$ cat config.mk
export PLATFORM = sky130hd
export DESIGN_NAME = fast_pulse_counter
export DESIGN_NICKNAME = d
export VERILOG_FILES = /design/src/hdl/pulse_counter_pkg.sv /design/src/hdl/fast_pulse_counter.sv
export SDC_FILE = /design/constraint.sdc
export NUM_CORES = 1
export LEC_CHECK = 0
export BUFFER_PORTS_ARGS = -buffer_cell sky130_fd_sc_hd__clkbuf_2
export CAP_MARGIN = 20
export CORE_ASPECT_RATIO = 0.6
export CORE_MARGIN = 3
export CORE_UTILIZATION = 49
export CTS_BUF_LIST = sky130_fd_sc_hd__clkbuf_4
export DETAILED_ROUTE_END_ITERATION = 7
export PLACE_DENSITY = 0.69
export SLEW_MARGIN = 20
export SYNTH_ARGS = -nofsm -noshare
export SYNTH_HDL_FRONTEND = slang
export SYNTH_SLANG_ARGS = --single-unit
$ cat constraint.sdc
create_clock -name clk -period 11.84 [get_ports clk]
set_input_delay 1.184 -clock clk [delete_from_list [all_inputs] [get_ports clk]]
set_output_delay 1.184 -clock clk [all_outputs]
set_load 0.05 [all_outputs]
$ cat src/hdl/pulse_counter_pkg.sv
// constants shared by the gated pulse counter and its bench
// assumes a single 25 MHz system clock and a scan-driven control program
package pulse_counter_pkg;
	localparam int CLK_MHZ = 25;
	// scan period in microseconds, scan rate of the control program
	localparam int SCAN_TIME_US = 1000;
	localparam int SCAN_CYCLES_DEF = SCAN_TIME_US * CLK_MHZ;
	localparam int COUNT_W_DEF = 32;
	localparam int PRESET_NUM_DEF = 4;
	localparam int GROUP_MAX_DEF = 6;
	localparam int GROUP_SELECT_DEF = 1;
	localparam logic [31:0] COUNT_RESET = 32'h0000_0000;
endpackage

$ cat src/hdl/fast_pulse_counter.sv
// gated pulse counter with reload, preset compare and match output
// assumes control inputs come from logic on clk; pulse_in is an async pin
module fast_pulse_counter #(
	parameter int COUNT_W = pulse_counter_pkg::COUNT_W_DEF,
	parameter int PRESET_NUM = pulse_counter_pkg::PRESET_NUM_DEF,
	parameter int GROUP_MAX = pulse_counter_pkg::GROUP_MAX_DEF,
	parameter int GROUP_SELECT = pulse_counter_pkg::GROUP_SELECT_DEF,
	parameter int SCAN_CYCLES = pulse_counter_pkg::SCAN_CYCLES_DEF,
	parameter bit RELOAD_CONNECTED = 1'b1,
	parameter bit CLEAR_CONNECTED = 1'b1,
	parameter int IDX_W = (PRESET_NUM > 1) ? $clog2(PRESET_NUM) : 1
) (
	input wire logic clk,
	input wire logic sys_rst,
	input wire logic pulse_in,
	input wire logic count_gate,
	input wire logic count_reload,
	input wire logic compare_out_clear,
	input wire logic compare_enable,
	input wire logic [GROUP_MAX-1:0] group_configured,
	input wire logic [COUNT_W-1:0] reset_value,
	input wire logic preset_wr,
	input wire logic [IDX_W-1:0] preset_wr_idx,
	input wire logic [COUNT_W-1:0] preset_wr_data,
	input wire logic next_preset_wr,
	input wire logic [IDX_W-1:0] next_preset_wr_data,
	output logic [COUNT_W-1:0] count_value,
	output logic match_pulse,
	output logic ext_compare_out,
	output logic [IDX_W-1:0] current_preset_num,
	output logic [IDX_W-1:0] next_preset_num,
	output logic scan_tick
);

	initial begin
		if (GROUP_SELECT < 1 || GROUP_SELECT > GROUP_MAX)
			$error("group select out of range");
		if (SCAN_CYCLES < 2 || PRESET_NUM < 1 || COUNT_W < 2)
			$error("unsupported counter parameters");
		if (IDX_W < 1 || (1 << IDX_W) < PRESET_NUM || GROUP_MAX < 1)
			$error("index width cannot address every preset");
	end

	function automatic logic [IDX_W-1:0] idx_after(
		input logic [IDX_W-1:0] idx);
		if (idx >= IDX_W'(PRESET_NUM - 1))
			idx_after = '0;
		else
			idx_after = IDX_W'(idx + 1'b1);
	endfunction

	logic pulse_meta_reg;
	logic pulse_sync_reg;
	logic pulse_prev_reg;
	logic pulse_edge;
	logic [31:0] scan_cnt_reg;
	logic [COUNT_W-1:0] preset_mem [PRESET_NUM];
	logic [COUNT_W-1:0] active_preset;
	logic [COUNT_W-1:0] count_next;
	logic reload_eff;
	logic clear_eff;
	logic operate;
	logic counting;
	logic hit;
	logic match_pending_reg;

	// an unconnected input is tied off at elaboration, never left floating
	assign reload_eff = RELOAD_CONNECTED & count_reload;
	assign clear_eff = CLEAR_CONNECTED & compare_out_clear;
	// only the selected group, and only if configured, may run
	assign operate = group_configured[GROUP_SELECT - 1];
	assign counting = operate & count_gate & ~reload_eff & pulse_edge;
	assign count_next = COUNT_W'(count_value + 1'b1);
	assign active_preset = preset_mem[current_preset_num];
	// equality checked on the counted edge only, so a parked count
	// cannot re-fire the output scan after scan
	assign hit = counting & compare_enable & (count_next == active_preset);

	// two flops before the edge detector looks at the pin
	always_ff @(posedge clk or posedge sys_rst) begin
		if (sys_rst) begin
			pulse_meta_reg <= 1'b0;
			pulse_sync_reg <= 1'b0;
			pulse_prev_reg <= 1'b0;
		end else begin
			pulse_meta_reg <= pulse_in;
			pulse_sync_reg <= pulse_meta_reg;
			pulse_prev_reg <= pulse_sync_reg;
		end
	end
	assign pulse_edge = pulse_sync_reg & ~pulse_prev_reg;

	// scan divider, one-cycle enable per scan
	always_ff @(posedge clk or posedge sys_rst) begin
		if (sys_rst) begin
			scan_cnt_reg <= '0;
			scan_tick <= 1'b0;
		end else if (scan_cnt_reg == 32'(SCAN_CYCLES - 1)) begin
			scan_cnt_reg <= '0;
			scan_tick <= 1'b1;
		end else begin
			scan_cnt_reg <= scan_cnt_reg + 32'h1;
			scan_tick <= 1'b0;
		end
	end

	always_ff @(posedge clk or posedge sys_rst) begin
		if (sys_rst) begin
			count_value <= COUNT_W'(pulse_counter_pkg::COUNT_RESET);
		end else if (operate && reload_eff) begin
			count_value <= reset_value;
		end else if (counting) begin
			count_value <= count_next;
		end
		// gate off and no reload: value simply held
	end

	always_ff @(posedge clk or posedge sys_rst) begin
		if (sys_rst) begin
			for (int i = 0; i < PRESET_NUM; i++)
				preset_mem[i] <= '0;
		end else if (preset_wr) begin
			preset_mem[preset_wr_idx] <= preset_wr_data;
		end
	end

	// a software write to the next number beats the auto-advance
	always_ff @(posedge clk or posedge sys_rst) begin
		if (sys_rst) begin
			current_preset_num <= '0;
			next_preset_num <= IDX_W'(PRESET_NUM > 1 ? 1 : 0);
		end else begin
			if (hit)
				current_preset_num <= next_preset_num;
			if (next_preset_wr)
				next_preset_num <= next_preset_wr_data;
			else if (hit)
				next_preset_num <= idx_after(next_preset_num);
		end
	end

	// a hit in the tick cycle goes straight into the output below, so the
	// tick always empties the flag and one hit never spans two scans
	always_ff @(posedge clk or posedge sys_rst) begin
		if (sys_rst) begin
			match_pending_reg <= 1'b0;
		end else if (!count_gate || !compare_enable) begin
			match_pending_reg <= 1'b0;
		end else if (scan_tick) begin
			match_pending_reg <= 1'b0;
		end else if (hit) begin
			match_pending_reg <= 1'b1;
		end
	end

	// output loads on scan boundaries and stands a whole scan, but gate off or compare off clears it at once
	always_ff @(posedge clk or posedge sys_rst) begin
		if (sys_rst) begin
			match_pulse <= 1'b0;
		end else if (!count_gate || !compare_enable) begin
			match_pulse <= 1'b0;
		end else if (scan_tick) begin
			match_pulse <= match_pending_reg | hit;
		end
	end

	always_ff @(posedge clk or posedge sys_rst) begin
		if (sys_rst) begin
			ext_compare_out <= 1'b0;
		end else if (clear_eff) begin
			ext_compare_out <= 1'b0;
		end else if (hit) begin
			ext_compare_out <= 1'b1;
		end
	end
endmodule

==> metrics <==
Mean Syn Cell Area 12.1 sq um; max_cap viols 0; Ports 122; Max Slew Vio Count 0; # H-tree levels 2; Root Buffer clkbuf_4; grt total ovfl 0; Syn Std Cell Area 10,100 sq um; Die Y-Extent 117 um; max reg flops 128; sequential fraction of design power 0.478; headroom to the max-slew limit 0.365; Multi-input gate area 4830 sq um; via count 7,378; first-pass GRT wire length 40,700 um; Req. time, crit path 12.41 ns; pwr/cell area 157 nW/um^2; leakage 4.90 nW; Clk network pwr share 0.320; ys flop type dfrtp_1; Die ar. 22,500 sq um; setup bufs post-CTS 0; combinational power share 0.203; gpl congestion 0.876; achievable frequency 244 MHz; clk_skew 0.0208 ns; Synth Net Count 922; reg2reg setup slack 7.73 ns; final-layout fill cell count 1,695; post-route insts no fill 1,277; CTS Buffer Depth 3; switching pwr 0.567 mW; CP endpoint kind register; CP arrival 4.68 ns; number of buffers created by CTS 48; Worst Path Max Fanout 11; # rows 40; EDFF count, synth 0; initial antenna violation count 3; vias per inst 5.78; Routed WL per cell 20.1 um; area grow syn2layout 14.2%; detailed-router iteration count before antenna repair 5; core area 20,200 sq um; Synth Instances 836; period utilization 0.347; warnings from Yosys 0; flops & latches, synth 203; die extent in x 192 um; clock sink count 203; Routed Antenna Nets 0; HP Class reg2reg; final net count 1,052; Clock transition at path regs 0.07 ns; Least-Margin Pin Slew 0.951 ns; Routed WL 25,600 um; all-layer global routing usage 0.232; total negative setup slack 0 ns; DP HPWL 17,500 um; Netlist cell types 63; Startpoint Class register; largest net degree at the start of global routing 152; status finished, final reports clean; Max IR drop VDD 0.0000704 V; Placed Cells 1,189; Fin. Hold Viols 0; crit path kind reg2reg; unrepaired setup endpoints after global routing no; number of global-route vias before repair 7,294; number of port buffers 116; initial DRC count 594; post-CTS sizing 0; Net Sw Frac 0.312; fin crit period 4.11 ns; drt drc 0; ys async rst share 1.00; Clk Latency, worst-skew pair 0.66 ns; initial core utilization 0.502; sequential area share after synthesis 0.502; cell internal pwr 1.25 mW; layout cell share with drive strength beyond 1 0.378; FF+latch area 5080 sq um; cts hold-fix bufs 0; Setup-failing EPs final 0; CTS tree built
layout by cell type (no fill, tap or decap), types with 3 or more instances in the layout:
master / n
o21ai_0: 34
inv_1: 6
o311ai_0: 11
a21oi_1: 19
nand4_1: 21
and2_1: 4
nor4_1: 17
and3_1: 15
nand3_2: 4
clkbuf_4: 68
a22oi_1: 5
or3_1: 3
ha_1: 3
xor2_1: 16
nor2b_1: 3
clkinv_1: 12
a221o_1: 7
xnor2_1: 58
a31oi_1: 7
mux4_2: 32
dfrtp_1: 201
nor3_1: 14
nand3_1: 30
clkbuf_2: 116
clkinv_2: 6
buf_4: 9
mux2_2: 128
nor2_1: 43
nand2_1: 62
synth_stat cells, drive strengths merged, types with 3 or more instances:
cell	number	area, sq um
and3	15	93.8
or4	3	26.3
a22oi	5	37.5
nor2	43	161
nand2	62	233
a21oi	19	95.1
nand4	22	144
xnor2	58	508
buf	19	100
clkbuf	26	97.6
nor2b	3	18.8
ha	3	37.5
mux2	130	1460
o311ai	11	96.3
or2	3	18.8
nor4	19	140
nor3	14	70.1
xor2	16	140
a31oi	7	43.8
a211oi	3	27.5
dfrtp	202	5050
mux4	32	721
or3	4	30.0
nand3	34	185
and2	5	31.3
nor3b	3	22.5
o21ai	34	170
inv	7	26.3
a221o	7	70.1
logic make-up (layout without fill, tap and decap cells):
kind of cell,Yosys count,count (layout),synth area share
AO/OA/AOI/OAI,101,101,0.0678
other,0,1,0
flip-flops,203,203,0.502
AND/OR/NAND/NOR,240,240,0.125
buffers and inverters,53,220,0.0225
adder cells (fa/ha/maj),3,3,0.00371
multiplexers,162,162,0.216
XOR/XNOR,74,74,0.0640
power groups by stage:
stage	Combinational, mW	Sequential (mW)	Clock (mW)
detailed placement	0.368	0.878	0
finish	0.368	0.867	0.580
global placement	0.359	0.873	0
global route	0.399	0.880	0.635
floorplan	0.233	0.902	0
CTS	0.369	0.865	0.597
critical path, cell delays in order (launching register included):
cell	delay, ns
dfrtp_1	0.45
ha_1	0.32
nand4_1	0.48
or4_4	0.74
or3_1	0.39
a32o_1	0.22
or4b_1	0.52
or4_1	0.55
o21ai_0	0.24
a31oi_1	0.12
metrics by stage:
stage / worst slack [ns] / instance area (sq um) / power, mW / hold WS (ns) / utilization
global route: 7.62 / 11600 / 1.91 / 0.363 / 0.574
global placement: 7.89 / 10900 / 1.23 / 0.335 / 0.542
finish: 7.73 / 11600 / 1.82 / 0.360 / 0.574
detailed placement: 7.81 / 10900 / 1.25 / 0.351 / 0.542
floorplan: 5.12 / 10100 / 1.13 / 0.331 / -
CTS: 7.80 / 11600 / 1.83 / 0.365 / 0.573
layer usage:
layer / global-route usage / part of all wire / vias up
met1: 0.364 / 0.48 / 3678
met2: 0.307 / 0.40 / 276
li1: - / - / 3378
met5: 0 / 0.0010 / -
met4: 0.0637 / 0.017 / 4
met3: 0.0714 / 0.094 / 42
path summary, 6_finish.rpt:
| kind | to | cells after the start | start |
|---|---|---|---|
| setup / recovery | next_preset_num[0] | 9 | count_value[1] |
| hold / removal | pulse_sync_reg | 0 | pulse_meta_reg |
| setup reg to reg | next_preset_num[0] | 9 | count_value[1] |
| hold reg to reg | pulse_sync_reg | 0 | pulse_meta_reg |
| max in group asynchronous | current_preset_num[0] | 3 | sys_rst |
| min in group asynchronous | preset_mem[90] | 2 | sys_rst |
cell type report:
type / instances / area share
Inverter: 8 / 0.00368
Tap cell: 273 / 0.0295
Antenna cell: 1 / 0.000216
Clock buffer: 68 / 0.0441
Sequential cell: 203 / 0.439
Multi-Input combinational cell: 580 / 0.418
Timing Repair Buffer: 125 / 0.0560
Clock inverter: 19 / 0.00952
Note: power is estimated with default switching activity, not from simulation.
